File: src/mtc_pkg.sv
// Purpose: constants and carriers for the motion config register bank
// Assumes: byte-wide register port on the 100 MHz system clock
// Notes: offsets are the serial-interface register addresses
package mtc_pkg;
  // register offsets
  localparam logic [6:0] OFF_ENG_CTL = 7'h25;
  localparam logic [6:0] OFF_ENG_CFG = 7'h26;
  localparam logic [6:0] OFF_WOM = 7'h27;
  localparam logic [6:0] OFF_BUF = 7'h28;
  localparam logic [6:0] OFF_WM_LO = 7'h29;
  localparam logic [6:0] OFF_WM_HI = 7'h2A;
  localparam logic [6:0] OFF_R1A = 7'h2B;
  localparam logic [6:0] OFF_R1B = 7'h2C;
  localparam logic [6:0] OFF_R2A = 7'h2D;
  localparam logic [6:0] OFF_R2B = 7'h2E;
  // reset values
  localparam logic [7:0] RST_ENG_CTL = 8'h08;
  localparam logic [7:0] RST_ENG_CFG = 8'h02;
  localparam logic [7:0] RST_BUF = 8'h01;
  localparam logic [7:0] RST_R1A = 8'h10;
  localparam logic [7:0] RST_ZERO = 8'h00;
  // writable bits; memory clear is a strobe and is not stored
  localparam logic [7:0] MSK_ENG_CTL = 8'h0C;
  localparam logic [7:0] MSK_ENG_CFG = 8'h7B;
  localparam logic [7:0] MSK_WOM = 8'h1F;
  localparam logic [7:0] MSK_WOM_HOLD = 8'h1E;
  localparam logic [7:0] MSK_BUF = 8'h03;
  localparam logic [7:0] MSK_WM_HI = 8'h0F;
  localparam logic [7:0] MSK_RB = 8'h4F;
  // field positions
  localparam int BIT_PWR_SAVE = 3;
  localparam int BIT_ENG_EN = 2;
  localparam int BIT_MEM_CLR = 0;
  localparam int BIT_SIG_MOTION = 6;
  localparam int BIT_FF = 5;
  localparam int BIT_TILT = 4;
  localparam int BIT_STEP = 3;
  localparam int BIT_RATE = 0;
  localparam int BIT_WOM_CNT = 3;
  localparam int BIT_WOM_AND = 2;
  localparam int BIT_WOM_REF = 1;
  localparam int BIT_WAKE_ON = 0;
  localparam int BIT_STOP_FULL = 1;
  localparam int BIT_BYPASS = 0;
  localparam int BIT_THS = 2;
  // engine rates and divider counts
  localparam int CLK_HZ = 100_000_000;
  localparam int RATE_25_HZ = 25;
  localparam int RATE_50_HZ = 50;
  localparam int RATE_100_HZ = 100;
  localparam int RATE_400_HZ = 400;
  localparam int CYC_25 = CLK_HZ / RATE_25_HZ;
  localparam int CYC_50 = CLK_HZ / RATE_50_HZ;
  localparam int CYC_100 = CLK_HZ / RATE_100_HZ;
  localparam int CYC_400 = CLK_HZ / RATE_400_HZ;
  // carriers
  typedef struct packed {
    logic we;
    logic re;
    logic [6:0] addr;
    logic [7:0] wdata;
  } mtc_req_t;
  typedef struct packed {
    logic [7:0] prim;
    logic proto_err;
    logic sig_motion;
    logic [2:0] wake;
  } mtc_pend_t;
  typedef struct packed {
    logic power_save;
    logic engine_on;
    logic mem_clear;
    logic sig_motion_on;
    logic freefall_on;
    logic tilt_on;
    logic step_on;
    logic [1:0] rate;
    logic wake_on;
    logic wake_reference_select;
    logic stop_on_full;
    logic bypass;
  } mtc_ctl_t;
  typedef struct packed {
    logic [7:0] eng_ctl;
    logic [7:0] eng_cfg;
    logic [7:0] wom_cfg;
    logic [7:0] buf_cfg;
    logic [7:0] wm_lo;
    logic [7:0] wm_hi;
    logic [7:0] r1a;
    logic [7:0] r1b;
    logic [7:0] r2a;
    logic [7:0] r2b;
    logic [7:0] rdata;
    logic mem_clr;
    logic [21:0] div;
    logic tick;
    logic [1:0] wcnt;
    logic ref_held;
    logic ref_load;
    logic [2:0] wevt;
    logic above;
    logic wm_evt;
    logic irq1;
    logic irq2;
  } mtc_state_t;
endpackage

File: src/mtc_regs.sv
// Purpose: configuration bank for the motion engine, wake, buffer, irq routing
// Assumes: register port and event inputs are on clk_sys
// Notes: status flags live outside; this bank routes their pending levels
`timescale 1ns/100ps
`default_nettype none

// What this block does
// - engine power-save bit 3 enables power saving for engine algorithms.
// - engine enable bit 2 starts the engine; changeable at any time.
// - writing 1 to bit 0 clears the engine working memory.
// - detector enables: motion bit 6, freefall 5, tilt 4, step counter 3.
// - engine rate code 00=25, 01=400, 10=50, 11=100 Hz.
// - wake count field delays wake interrupt to 2nd, 3rd or 4th event.
// - combine bit 0 uses OR of enabled axes, 1 uses AND.
// - reference bit 0 compares to first sample, 1 to previous sample.
// - wake config bit 0 enables wake-on-motion detection.
// - overflow bit 0 overwrites oldest data, 1 stops when full.
// - bypass bit 0 bypasses buffer when set; resets to bypass.
// - 12-bit watermark over two registers flags level at or above it.
// - watermark event fires once per crossing, not while level stays high.
// - pin one primary routing, bit per source, resets to 0x10.
// - pin one secondary routing: protocol error 6, motion 3, Z/Y/X 2:0.
// - pin two primary routing, same layout, resets to zero.
// - pin two secondary bit 6 routes protocol error; bits 5:4 reserved.
// - pin two secondary bits 3:0 route motion and Z/Y/X wake events.
// - count format bit selects bytes or records for watermark and level.
module mtc_regs #(
  parameter logic [21:0] CYC_25 = 22'(mtc_pkg::CYC_25),
  parameter logic [21:0] CYC_50 = 22'(mtc_pkg::CYC_50),
  parameter logic [21:0] CYC_100 = 22'(mtc_pkg::CYC_100),
  parameter logic [21:0] CYC_400 = 22'(mtc_pkg::CYC_400)
) (
  // clock and reset
  input wire logic clk_sys,
  input wire logic rst_n,
  // register port from the serial interface
  input wire mtc_pkg::mtc_req_t req,
  output logic [7:0] rdata,
  // wake comparator
  input wire logic wom_sample,
  input wire logic [2:0] wom_over,
  input wire logic [2:0] wom_axis_en,
  output logic wom_ref_load,
  output logic [2:0] wom_event,
  // buffer level
  input wire logic [11:0] level_bytes,
  input wire logic [11:0] level_records,
  input wire logic count_in_records,
  output logic wm_event,
  // engine
  output mtc_pkg::mtc_ctl_t ctl,
  output logic engine_tick,
  // interrupts
  input wire mtc_pkg::mtc_pend_t pend,
  output logic irq_pin_one,
  output logic irq_pin_two
);

  mtc_pkg::mtc_state_t s_r;
  mtc_pkg::mtc_state_t s_nxt;
  logic [7:0] rd;
  logic [11:0] lvl;
  logic hit;

  // divider end count for the selected engine rate
  function automatic logic [21:0] rate_limit(input logic [1:0] c);
    case (c)
      2'h0: rate_limit = CYC_25 - 22'h1;
      2'h1: rate_limit = CYC_400 - 22'h1;
      2'h2: rate_limit = CYC_50 - 22'h1;
      default: rate_limit = CYC_100 - 22'h1;
    endcase
  endfunction

  // reserved code 00 is treated like 01: second event
  function automatic logic [1:0] wake_need(input logic [1:0] c);
    wake_need = (c == 2'h0) ? 2'h1 : c;
  endfunction

  // pending events gated by one pin's two routing registers
  function automatic logic route_hit(input mtc_pkg::mtc_pend_t p,
                                     input logic [7:0] a, input logic [7:0] b);
    route_hit = |(p.prim & a) | |({1'b0, p.proto_err, 2'b00, p.sig_motion, p.wake} & b);
  endfunction

  ////////////////////////////////////////////////////////////////////////////
  // next state
  always_comb begin
    s_nxt = s_r;
    s_nxt.mem_clr = 1'b0;
    s_nxt.tick = 1'b0;
    s_nxt.ref_load = 1'b0;
    s_nxt.wevt = 3'h0;
    // register writes; reserved bits never stored so they read zero
    if (req.we) begin
      if (req.addr == mtc_pkg::OFF_ENG_CTL) begin
        s_nxt.eng_ctl = req.wdata & mtc_pkg::MSK_ENG_CTL;
        s_nxt.mem_clr = req.wdata[mtc_pkg::BIT_MEM_CLR];
      end else if (req.addr == mtc_pkg::OFF_ENG_CFG) begin
        s_nxt.eng_cfg = req.wdata & mtc_pkg::MSK_ENG_CFG;
      end else if (req.addr == mtc_pkg::OFF_WOM) begin
        // hold count/combine/reference while armed so a stray write cannot retune
        if (s_r.wom_cfg[mtc_pkg::BIT_WAKE_ON]) begin
          s_nxt.wom_cfg = (req.wdata & mtc_pkg::MSK_WOM & ~mtc_pkg::MSK_WOM_HOLD)
                          | (s_r.wom_cfg & mtc_pkg::MSK_WOM_HOLD);
        end else begin
          s_nxt.wom_cfg = req.wdata & mtc_pkg::MSK_WOM;
        end
      end else if (req.addr == mtc_pkg::OFF_BUF) begin
        s_nxt.buf_cfg = req.wdata & mtc_pkg::MSK_BUF;
      end else if (req.addr == mtc_pkg::OFF_WM_LO) begin
        s_nxt.wm_lo = req.wdata;
      end else if (req.addr == mtc_pkg::OFF_WM_HI) begin
        s_nxt.wm_hi = req.wdata & mtc_pkg::MSK_WM_HI;
      end else if (req.addr == mtc_pkg::OFF_R1A) begin
        s_nxt.r1a = req.wdata;
      end else if (req.addr == mtc_pkg::OFF_R1B) begin
        s_nxt.r1b = req.wdata & mtc_pkg::MSK_RB;
      end else if (req.addr == mtc_pkg::OFF_R2A) begin
        s_nxt.r2a = req.wdata;
      end else if (req.addr == mtc_pkg::OFF_R2B) begin
        s_nxt.r2b = req.wdata & mtc_pkg::MSK_RB;
      end
    end
    // read mux; unmapped addresses read zero
    if (req.addr == mtc_pkg::OFF_ENG_CTL) begin
      rd = s_r.eng_ctl;
    end else if (req.addr == mtc_pkg::OFF_ENG_CFG) begin
      rd = s_r.eng_cfg;
    end else if (req.addr == mtc_pkg::OFF_WOM) begin
      rd = s_r.wom_cfg;
    end else if (req.addr == mtc_pkg::OFF_BUF) begin
      rd = s_r.buf_cfg;
    end else if (req.addr == mtc_pkg::OFF_WM_LO) begin
      rd = s_r.wm_lo;
    end else if (req.addr == mtc_pkg::OFF_WM_HI) begin
      rd = s_r.wm_hi;
    end else if (req.addr == mtc_pkg::OFF_R1A) begin
      rd = s_r.r1a;
    end else if (req.addr == mtc_pkg::OFF_R1B) begin
      rd = s_r.r1b;
    end else if (req.addr == mtc_pkg::OFF_R2A) begin
      rd = s_r.r2a;
    end else if (req.addr == mtc_pkg::OFF_R2B) begin
      rd = s_r.r2b;
    end else begin
      rd = 8'h00;
    end
    if (req.re) begin
      s_nxt.rdata = rd;
    end
    // engine sample-rate divider, held at zero while the engine is off
    if (s_r.eng_ctl[mtc_pkg::BIT_ENG_EN]) begin
      if (s_r.div >= rate_limit(s_r.eng_cfg[mtc_pkg::BIT_RATE +: 2])) begin
        s_nxt.div = 22'h0;
        s_nxt.tick = 1'b1;
      end else begin
        s_nxt.div = s_r.div + 22'h1;
      end
    end else begin
      s_nxt.div = 22'h0;
    end
    // wake-on-motion: consecutive over-threshold samples are counted
    if (s_r.wom_cfg[mtc_pkg::BIT_WOM_AND]) begin
      hit = (wom_axis_en != 3'h0) && ((wom_over & wom_axis_en) == wom_axis_en);
    end else begin
      hit = |(wom_over & wom_axis_en);
    end
    if (!s_r.wom_cfg[mtc_pkg::BIT_WAKE_ON]) begin
      s_nxt.wcnt = 2'h0;
      s_nxt.ref_held = 1'b0;
    end else if (wom_sample) begin
      // first sample only, or every sample, becomes the reference
      s_nxt.ref_load = s_r.wom_cfg[mtc_pkg::BIT_WOM_REF] | ~s_r.ref_held;
      s_nxt.ref_held = 1'b1;
      if (!hit) begin
        s_nxt.wcnt = 2'h0;
      end else if (s_r.wcnt == wake_need(s_r.wom_cfg[mtc_pkg::BIT_WOM_CNT +: 2])) begin
        s_nxt.wevt = wom_over & wom_axis_en;
        s_nxt.wcnt = 2'h0;
      end else begin
        s_nxt.wcnt = s_r.wcnt + 2'h1;
      end
    end
    // watermark: enabled by routing the threshold source to either pin
    lvl = count_in_records ? level_records : level_bytes;
    s_nxt.above = (s_r.r1a[mtc_pkg::BIT_THS] | s_r.r2a[mtc_pkg::BIT_THS])
                  & ~s_r.buf_cfg[mtc_pkg::BIT_BYPASS]
                  & (lvl >= {s_r.wm_hi[3:0], s_r.wm_lo});
    s_nxt.wm_evt = s_nxt.above & ~s_r.above;
    // pins follow pending sources through their routing masks
    s_nxt.irq1 = route_hit(pend, s_r.r1a, s_r.r1b);
    s_nxt.irq2 = route_hit(pend, s_r.r2a, s_r.r2b);
  end

  ////////////////////////////////////////////////////////////////////////////
  // state register
  always_ff @(posedge clk_sys or negedge rst_n) begin
    if (!rst_n) begin
      s_r <= '0;
      s_r.eng_ctl <= mtc_pkg::RST_ENG_CTL;
      s_r.eng_cfg <= mtc_pkg::RST_ENG_CFG;
      s_r.buf_cfg <= mtc_pkg::RST_BUF;
      s_r.r1a <= mtc_pkg::RST_R1A;
      s_r.r2a <= mtc_pkg::RST_ZERO;
    end else begin
      s_r <= s_nxt;
    end
  end

  ////////////////////////////////////////////////////////////////////////////
  // outputs, all from flops
  assign rdata = s_r.rdata;
  assign engine_tick = s_r.tick;
  assign wom_ref_load = s_r.ref_load;
  assign wom_event = s_r.wevt;
  assign wm_event = s_r.wm_evt;
  assign irq_pin_one = s_r.irq1;
  assign irq_pin_two = s_r.irq2;
  assign ctl.power_save = s_r.eng_ctl[mtc_pkg::BIT_PWR_SAVE];
  assign ctl.engine_on = s_r.eng_ctl[mtc_pkg::BIT_ENG_EN];
  assign ctl.mem_clear = s_r.mem_clr;
  assign ctl.sig_motion_on = s_r.eng_cfg[mtc_pkg::BIT_SIG_MOTION];
  assign ctl.freefall_on = s_r.eng_cfg[mtc_pkg::BIT_FF];
  assign ctl.tilt_on = s_r.eng_cfg[mtc_pkg::BIT_TILT];
  assign ctl.step_on = s_r.eng_cfg[mtc_pkg::BIT_STEP];
  assign ctl.rate = s_r.eng_cfg[mtc_pkg::BIT_RATE +: 2];
  assign ctl.wake_on = s_r.wom_cfg[mtc_pkg::BIT_WAKE_ON];
  assign ctl.wake_reference_select = s_r.wom_cfg[mtc_pkg::BIT_WOM_REF];
  assign ctl.stop_on_full = s_r.buf_cfg[mtc_pkg::BIT_STOP_FULL];
  assign ctl.bypass = s_r.buf_cfg[mtc_pkg::BIT_BYPASS];
endmodule

`default_nettype wire

File: config.mk
export PLATFORM = sky130hd
export DESIGN_NAME = mtc_regs
export DESIGN_NICKNAME = d
export VERILOG_FILES = /design/src/mtc_pkg.sv /design/src/mtc_regs.sv
export SDC_FILE = /design/constraint.sdc
export NUM_CORES = 1
export LEC_CHECK = 0
export BUFFER_PORTS_ARGS = -buffer_cell sky130_fd_sc_hd__buf_2
export CAP_MARGIN = 15
export CORE_ASPECT_RATIO = 1.25
export CORE_UTILIZATION = 45
export DETAILED_ROUTE_END_ITERATION = 12
export GPL_TIMING_DRIVEN = 0
export PLACE_DENSITY = 0.74
export SYNTH_ARGS = -nofsm -noshare
export SYNTH_HDL_FRONTEND = slang
export SYNTH_SLANG_ARGS = --single-unit
File: constraint.sdc
create_clock -name clk_sys -period 5.85 [get_ports clk_sys]
set_input_delay 0.2925 -clock clk_sys [delete_from_list [all_inputs] [get_ports clk_sys]]
set_output_delay 0.2925 -clock clk_sys [all_outputs]
set_load 0.005 [all_outputs]
==> impl_metrics.toml, run 1 <==
[setup_path]
end_kind = "register"
crit_path_end = "s_r[20]"
cp_max_fo = 10
crit_chain = "inv_1 -> ha_1 -> o21ai_0 -> ha_1 -> nand4b_1 -> nor4_1 -> o41ai_1 -> nand4_2 -> buf_6 -> nor2_1"
worstSetupPathType = "reg2reg"
cp-startpoint = "ctl[5]"
r2r_cells = 10
r2r-start = "ctl[5]"
crit_buf_inv = 2
startpoint_type = "register"
worst_path_largest_cell_delay_ns = 0.58
r2r-end = "s_r[20]"
cp_slowest_cell = "dfstp_2"
r2r_setup_slack_ns = 2.96
cp_num_cells = 10
cpMostUsedCell = "ha_1"
critical_path_required_ns = 6.14
critPathArrivalTime_ns = 3.18
cp_top_family = "compound AO/OA/AOI/OAI gates"

[finish]
diodes = 0
area_growth_pct = 17.09
seqCellArea_sq_um = 2407
drive_gt1_share_pct = 33.43
fin_nets = 766
fillers = 1171
multi_input_area_sq_um = 2969
finish.utilization_pct = 53.68

[routing]
viasPerCell = 5.621
wire_per_inst_um = 17.47
postRouteAntennaNets = 0
vias = 4727
routed_wl_um = 14690
dr.pass1.iters = 5
initialDrtViolationCount = 244
drc = 0

[cts]
path_clk_slew_ns = 0.08
clock_sinks = 96
clockBufferDepth = 2
cts_tree = "built"
clock_latency_ns = 0.36
cts_root_buf = "clkbuf_16"
cts_buffers = 9
cts_htree_levels = 3

[yosys]
synth-compound-area-share_pct = 11.79
synthMuxAreaShare_pct = 12.31
syn-instance-count = 568
synth_cell_type_count = 64
syn_nets = 666
synth_edf_count = 0
synthArstFlopShare_pct = 100.0
syn_area_sq_um = 5804
ys_warn_count = 0
synth_area_per_cell_sq_um = 10.22
synthAdderAreaFrac_pct = 7.329
synthSimpleGateAreaFrac_pct = 16.40
synth_top_family_by_area = "simple AND/OR/NAND/NOR gates"
synth-xor-area-share_pct = 3.320
ys.flop_type = "dfrtp_1"
synth.ff_latch_count = 96
seq_area_frac_synth_pct = 41.47

[sta]
maxSlewViolCount = 0
whs_ns = 0.1796
fin_skew_ns = 0.006537
rsz0062_at_grt = "false"
relSlewSlack_pct = 57.30
finalSetupViolCount = 0
min_period_ns = 2.888
finalSetupTns_ns = 0
hold_viol = 0
fmax_ghz = 0.3462
period_share_pct = 49.37
worst_pin_slew_ns = 0.6406

[global_route]
grt_overflow = 0
grt_pass1_vias = 4706
grt_max_degree = 63
grt_usage_pct = 22.82
antenna_found_initial = 0
grt_pass1_wl_um = 23590

[die]
io_pins = 93
fp.dieH_um = 129.0
die-area_sq_um = 13360
fp-row-count = 46
core_area_sq_um = 12660
fp.dieW_um = 103.6
start_util_pct = 45.84

[pwr]
peakVddDrop_uv = 130.0
fin_total_pwr_uw = 1621
total_leakage_power_uw = 0.003248
p_per_area_nw_per_um2 = 238.5

[flow_run]
max_cap_viol_count = 0

[worst_hold_path]
hp-class = "in2reg"

[placed_design]
dp_hpwl_um = 11260
gp_congestion = 0.9196
io_buffers = 87

[run_status]
run_status = "finished clean"
-- where the power goes --
group,total (uW),leakage [uW],internal [uW],switching (uW)
clock network,605,0.000150,306,300
logic,268,0.00183,127,141
registers,748,0.00127,708,39.7
-- per-stage QoR --
| stage | std cells | setup WS, ns | cell area [sq um] |
|---|---|---|---|
| floorplan | 568 | 3.465 | 5804 |
| global placement | 823 | 3.154 | 6450 |
| detailed placement | 824 | 3.066 | 6480 |
| CTS | 841 | 3.034 | 6797 |
| global route | 841 | 2.858 | 6797 |
| finish | 841 | 2.962 | 6797 |
-- routing by layer --
layer	vias up	track usage [%]	wire (um)
met4	0	13.73	734
met5	-	0	0
met1	2275	26.89	6046
met3	50	3.090	684
met2	185	39.99	7228
li1	2217	-	-
-- synthesized netlist by cell type (3+ instances only) --
| library cell | instances | area [sq um] |
|---|---|---|
| a211oi_1 | 5 | 37.54 |
| a21o_1 | 8 | 60.06 |
| a21oi_1 | 15 | 75.07 |
| a221oi_1 | 6 | 52.55 |
| a22oi_1 | 11 | 82.58 |
| a31oi_1 | 6 | 37.54 |
| and2_1 | 4 | 25.02 |
| and3_1 | 4 | 25.02 |
| and4_1 | 3 | 26.28 |
| buf_2 | 6 | 30.03 |
| buf_4 | 26 | 195.2 |
| buf_6 | 3 | 33.78 |
| clkbuf_1 | 9 | 33.78 |
| dfrtp_1 | 92 | 2302 |
| dfstp_2 | 4 | 105.1 |
| ha_1 | 34 | 425.4 |
| inv_1 | 33 | 123.9 |
| mux2_2 | 59 | 664.4 |
| mux2i_1 | 5 | 50.05 |
| nand2_1 | 39 | 146.4 |
| nand2b_1 | 4 | 25.02 |
| nand3_1 | 20 | 100.1 |
| nand3b_1 | 4 | 30.03 |
| nand4_1 | 14 | 87.58 |
| nor2_1 | 39 | 146.4 |
| nor2_2 | 3 | 18.77 |
| nor2b_1 | 5 | 31.28 |
| nor3_1 | 6 | 30.03 |
| nor3_4 | 3 | 48.80 |
| o21a_1 | 3 | 22.52 |
| o21ai_0 | 27 | 135.1 |
| o221ai_1 | 3 | 26.28 |
| o22ai_1 | 5 | 31.28 |
| xnor2_1 | 10 | 87.58 |
| xor2_1 | 12 | 105.1 |
-- cells by family after synthesis --
| logic type | after synthesis |
|---|---|
| xor gates and xnor gates | 22 |
| buffers and inverters | 80 |
| muxes | 64 |
| and+or+nand+nor | 169 |
| DFF | 96 |
| adders and majority gates | 34 |
| AOI/OAI and AO/OA | 103 |
-- area by class of cell --
cell class | instances | share of cell area, %
inverter | 34 | 1.878
buffer | 46 | 4.418
clock inverter | 7 | 1.197
clock buffer | 9 | 3.314
tap | 168 | 3.093
sequential | 96 | 35.42
timing repair buffer | 89 | 6.996
multi-input combinational | 392 | 43.69
-- cell usage in the layout, fill, tap and decap left out, types with 3 or more instances in the layout --
cell       Yosys  layout
xnor2_1       10      10
and2_1         4       4
clkbuf_16      0       9
dfrtp_1       92      92
buf_4         26      27
nand2b_1       4       4
nand3_1       20      20
xor2_1        12      12
dfstp_2        4       4
o22ai_1        5       5
o221ai_1       3       3
nand4_1       14      14
mux2_2        59      59
nor3_1         6       6
and4_1         3       3
nand3b_1       4       4
buf_2          6      92
ha_1          34      34
a31oi_1        6       6
nor2_2         3       3
clkbuf_1       9       9
nand2_1       39      39
a21oi_1       15      15
nor3_4         3       3
a22oi_1       11      11
o21ai_0       27      27
nor2_1        39      39
a221oi_1       6       6
a21o_1         8       8
buf_6          3       3
a211oi_1       5       5
mux2i_1        5       5
o21a_1         3       3
and3_1         4       4
nor2b_1        5       5
inv_1         33      33
-- timing repair --
item / 4_1_cts / 5_1_grt
hold endpoints to repair: 33 / 0
buffers inserted: 0 / 0
hold buffers: 1 / 0
resized for setup: 0 / 0
-- worst reg2reg max path: stages (launching register included) --
cell and delay [ns]:
dfstp_2 0.58, inv_1 0.10, ha_1 0.30, o21ai_0 0.24
ha_1 0.28, nand4b_1 0.14, nor4_1 0.09, o41ai_1 0.43
nand4_2 0.30, buf_6 0.23, nor2_1 0.12
-- registers in the layout, indices dropped and copies added (netlist names) --
name,flops
ctl,13
engine_tick,1
irq_pin_one,1
irq_pin_two,1
rdata,8
s_r,67
wm_event,1
wom_event,3
wom_ref_load,1
-- worst min-delay path by stage --
stage / from / endpoint / slack (ns) / cells past startpoint
2_1_floorplan: rst_n / ctl[10] / -0.003 / 0
5_1_grt: wom_over[2] / wom_event[2] / 0.18 / 3
3_3_place_gp: s_r[8] / wom_ref_load / 0.43 / 1
4_1_cts: wom_over[2] / wom_event[2] / 0.17 / 3
3_5_place_dp: rst_n / s_r[14] / 0.28 / 1
6_report: wom_over[2] / wom_event[2] / 0.18 / 3
Note: power is estimated with default switching activity, not from simulation.
==> run 2: changes to the inputs <==
Clock period 5.85 ns to 2.8 ns, I/O delays scaled along.
==> run 2 against run 1 <==
  * Wire length grew 0.46%
  * Global-route usage is essentially flat
  * Worst hold slack worse by 0.15 ns
  * Via count decreased by 0.36%
  * Combinational power rose by 110%
  * First-iteration DRC count grew 10%
  * Non-clock buffer count up 2
==> impl_metrics.toml, run 2 (synthesized netlist as in run 1, its figures left out) <==
[setup_path]
cp_max_fo = 10
cp_slowest_cell = "dfstp_2"
worst_path_largest_cell_delay_ns = 0.58
r2r_cells = 10
cp-startpoint = "ctl[5]"
r2r-start = "ctl[5]"
critical_path_required_ns = 3.09
crit_chain = "inv_1 -> ha_1 -> o21ai_1 -> ha_1 -> a211oi_1 -> o22ai_1 -> o21ai_1 -> nand4_2 -> buf_6 -> nor2_1"
worstSetupPathType = "reg2reg"
r2r-end = "s_r[20]"
startpoint_type = "register"
end_kind = "register"
r2r_setup_slack_ns = 0.12
crit_path_end = "s_r[20]"
critPathArrivalTime_ns = 2.97

[placed_design]
gp_congestion = 0.9196
postPlaceCellArea_sq_um = 6480
io_buffers = 87
dp_hpwl_um = 11260

[worst_hold_path]
hp-class = "in2reg"
holdCritStartpoint = "wom_over[2]"

[finish]
drive_gt1_share_pct = 33.93
final_cell_mix = "buf_2 (92), dfrtp_1 (92), mux2_2 (59)"
largest_reg_flops = 67
multi_input_area_sq_um = 2983
area_growth_pct = 17.59
fillers = 1168
fin_area_sq_um = 6825
fin_nets = 768
top_register = "s_r"
diodes = 0
seqCellArea_sq_um = 2407

[sta]
min_period_ns = 2.682
fin_skew_ns = 0.007789
fmax_ghz = 0.3729
finalSetupViolCount = 0
relSlewSlack_pct = 57.34
period_share_pct = 95.78
maxSlewViolCount = 0
hold_viol = 0
worst_pin_slew_ns = 0.6399
whs_ns = 0.02676

[global_route]
grt_overflow = 0
grt_pass1_vias = 4705
grt_pass1_wl_um = 23600
antenna_found_initial = 0
grt_usage_pct = 22.84
grt_max_degree = 63

[cts]
cts_tree = "built"
clock_sinks = 96
clock_latency_ns = 0.36
path_clk_slew_ns = 0.08
cts_root_buf = "clkbuf_16"
cts_buffers = 9
cts_htree_levels = 3
clockBufferDepth = 2

[die]
start_util_pct = 45.84
fp-row-count = 46
core_area_sq_um = 12660
fp.dieW_um = 103.6
fp.dieH_um = 129.0
io_pins = 93
die-area_sq_um = 13360

[pwr]
total_leakage_power_uw = 0.003270
peakVddDrop_uv = 273.6
power.switching_uw = 1006
seqPwrFrac_pct = 46.0
p_sw_share_pct = 29.64
comb_power_share_pct = 16.6
power.internal_uw = 2387
p_per_area_nw_per_um2 = 497.1
clockPowerShare_pct = 37.3

[run_status]
run_status = "finished clean"

[routing]
wire_per_inst_um = 17.51
viasPerCell = 5.587
dr.pass1.iters = 5
initialDrtViolationCount = 269
drc = 0
vias = 4710
routed_wl_um = 14760
postRouteAntennaNets = 0

[flow_run]
max_cap_viol_count = 0
-- run 2: power by group through the flow --
stage               sequential (uW)  combinational (uW)  clock (uW)
floorplan                      1560                 348           0
global placement               1590                 532           0
detailed placement             1590                 560           0
CTS                            1560                 563        1290
global route                   1570                 634        1340
finish                         1560                 565        1270
-- run 2: what timing repair did --
action / CTS / global route
setup buffers: 0 / 2
pin swaps: 0 / 1
resized for setup: 2 / 2
hold buffers: 1 / 0
setup endpoints to repair: 4 / 20
hold endpoints to repair: 33 / 0
-- run 2: through the flow --
stage	utilization [%]	power, uW	cells	setup TNS (ns)	setup slack [ns]
after floorplan	-	1905	568	0	0.4148
after global placement	50.94	2119	823	0	0.1043
after detailed placement	51.18	2148	824	0	0.01612
after CTS	53.74	3412	841	0	0.04388
after global routing	53.90	3548	843	-0.03263	-0.01566
final	53.90	3393	843	0	0.1182
-- run 2: worst min-delay path by stage --
stage | cells after the start | to
3_3_place_gp | 2 | s_r[8]
2_1_floorplan | 0 | ctl[10]
5_1_grt | 3 | wom_event[2]
6_report | 3 | wom_event[2]
4_1_cts | 3 | wom_event[2]
3_5_place_dp | 1 | s_r[14]
-- run 2: area by class of cell --
cell class              instances  area share (%)
inverters                      34           1.870
plain buffers                  46           4.400
multi-input cells             392           43.70
clock inverters                 7           1.192
clock buffers                   9           3.300
flip-flops and latches         96           35.27
repair buffers                 91           7.186
well taps                     168           3.080
-- run 2: critical path, delay by kind of cell, from the launching register on --
family          cells  cell delay, ns
flops               1            0.58
compound gates      4            0.76
fa+ha+maj           2            0.56
buf+inv             2            0.33
simple gates        2            0.38
-- run 2: layer usage --
layer | vias up | global-route usage [%] | wire, um
li1 | 2221 | - | -
met1 | 2278 | 26.92 | 6049
met2 | 167 | 39.99 | 7275
met3 | 44 | 3.090 | 700
met4 | 0 | 13.73 | 736
met5 | - | 0 | 0
==> run 3: changes to the inputs <==
Settings changed: MAX_ROUTING_LAYER from default to met4.
==> run 3 against run 2 <==
  * Fmax grew 3.9%
  * Clock skew grew 0.0022 ns
  * Wire length grew 1.3%
  * Worst hold slack gained 0.017 ns
  * Via count shrank 1.3%
==> impl_metrics.toml, run 3 (synthesized netlist as in run 1, its figures left out) <==
[die]
io_pins = 93
core_area_sq_um = 12660
fp-row-count = 46
die-area_sq_um = 13360
fp.dieH_um = 129.0
start_util_pct = 45.84
fp.dieW_um = 103.6

[run_status]
run_status = "finished clean"

[cts]
clock_latency_ns = 0.34
cts_root_buf = "clkbuf_16"
clockBufferDepth = 2
cts_htree_levels = 3
path_clk_slew_ns = 0.07
clock_sinks = 96
cts_tree = "built"
cts_buffers = 9

[pwr]
total_leakage_power_uw = 0.003267
seqPwrFrac_pct = 46.5
p_per_area_nw_per_um2 = 492.9
power.internal_uw = 2401
p_sw_share_pct = 28.55
power.switching_uw = 959.4
clockPowerShare_pct = 36.6
peakVddDrop_uv = 275.8
comb_power_share_pct = 16.9

[global_route]
grt_pass1_vias = 4701
grt_overflow = 0
antenna_found_initial = 0
grt_max_degree = 67
grt_usage_pct = 23.68
grt_pass1_wl_um = 23790

[finish]
diodes = 0
top_register = "s_r"
fillers = 1184
finish.utilization_pct = 53.84
area_growth_pct = 17.46
fin_nets = 768
largest_reg_flops = 67
drive_gt1_share_pct = 34.07
final_cell_mix = "buf_2 (92), dfrtp_1 (92), mux2_2 (59)"

[routing]
vias = 4648
postRouteAntennaNets = 0
wire_per_inst_um = 17.73
met1_length_um = 6027
routed_wl_um = 14950
drc = 0
dr.pass1.iters = 5
highest_layer = "met4"
viasPerCell = 5.514
wl_met3_um = 645
wl_met2_um = 7850
initialDrtViolationCount = 209

[sta]
finalSetupViolCount = 0
min_period_ns = 2.581
period_share_pct = 92.19
worst_pin_slew_ns = 0.6344
maxSlewViolCount = 0
relSlewSlack_pct = 57.70
fin_skew_ns = 0.009958
fmax_ghz = 0.3874
rsz0062_at_grt = "false"
finalSetupTns_ns = 0
hold_viol = 0

[setup_path]
startpoint_type = "register"
worstSetupPathType = "reg2reg"
end_kind = "register"
critical_path_required_ns = 3.07
cp_max_fo = 10
critPathArrivalTime_ns = 2.85

[placed_design]
dp_hpwl_um = 11690
io_buffers = 87
gp_congestion = 0.9264

[flow_run]
max_cap_viol_count = 0

[worst_hold_path]
hp-class = "in2reg"
-- run 3: path summary, 6_finish.rpt --
check | cells after the start | startpoint | slack (ns) | endpoint
hold reg to reg | 1 | s_r[8] | 0.46 | wom_ref_load
hold / removal | 3 | wom_over[2] | 0.04 | wom_event[2]
setup reg to reg | 9 | ctl[5] | 0.22 | s_r[27]
min in group asynchronous | 2 | rst_n | 0.29 | ctl[10]
setup / recovery | 9 | ctl[5] | 0.22 | s_r[27]
max in group asynchronous | 3 | rst_n | 1.82 | ctl[0]
-- run 3: per-layer routing --
| layer | vias up | track usage [%] |
|---|---|---|
| met5 | - | - |
| met3 | 26 | 3.951 |
| met4 | 0 | 8.951 |
| met1 | 2258 | 26.94 |
| met2 | 144 | 41.89 |
| li1 | 2220 | - |
-- run 3: timing repair --
item / CTS / global route
endpoints found under the hold margin: 29 / 0
hold buffers: 1 / 0
endpoints found under the setup margin: 20 / 22
setup buffers: 1 / 1
resized for setup: 1 / 3
pin swaps: 1 / 1
-- run 3: cell type report --
type                    instances  area (sq um)  area share [%]
clock inverters                 6         57.56          0.8442
repair buffers                 91         490.5           7.194
plain buffers                  46         300.3           4.404
inverters                      34         127.6           1.872
clock buffers                  10         239.0           3.505
multi-input cells             392          2985           43.79
flip-flops and latches         96          2407           35.31
well taps                     168         210.2           3.083
-- run 3: power groups by stage --
stage          logic, uW  registers, uW  clock network [uW]
2_1_floorplan        348           1560                   0
3_3_place_gp         533           1590                   0
3_5_place_dp         564           1590                   0
4_1_cts              571           1560                1260
5_1_grt              632           1570                1310
6_report             567           1560                1230
-- run 3: worst max-delay path: stages, from the launching register on --
cell      delay [ns]
dfstp_2         0.58
inv_1           0.10
ha_2            0.24
ha_1            0.31
a21o_1          0.19
a21o_2          0.21
a221oi_2        0.29
nand4_2         0.25
buf_6           0.21
nor2_1          0.11
-- run 3: through the flow --
| step | power (uW) | cells | worst slack [ns] | hold slack [ns] | area, sq um |
|---|---|---|---|---|---|
| after global placement | 2121 | 823 | 0.03178 | 0.3932 | 6450 |
| after global routing | 3517 | 843 | 0.03902 | 0.03862 | 6818 |
| after detailed placement | 2154 | 824 | -0.05488 | 0.1098 | 6480 |
| after CTS | 3394 | 842 | 0.01149 | 0.02745 | 6802 |
| after floorplan | 1905 | 568 | 0.4148 | -0.1556 | 5804 |
| final | 3360 | 843 | 0.2188 | 0.04372 | 6818 |
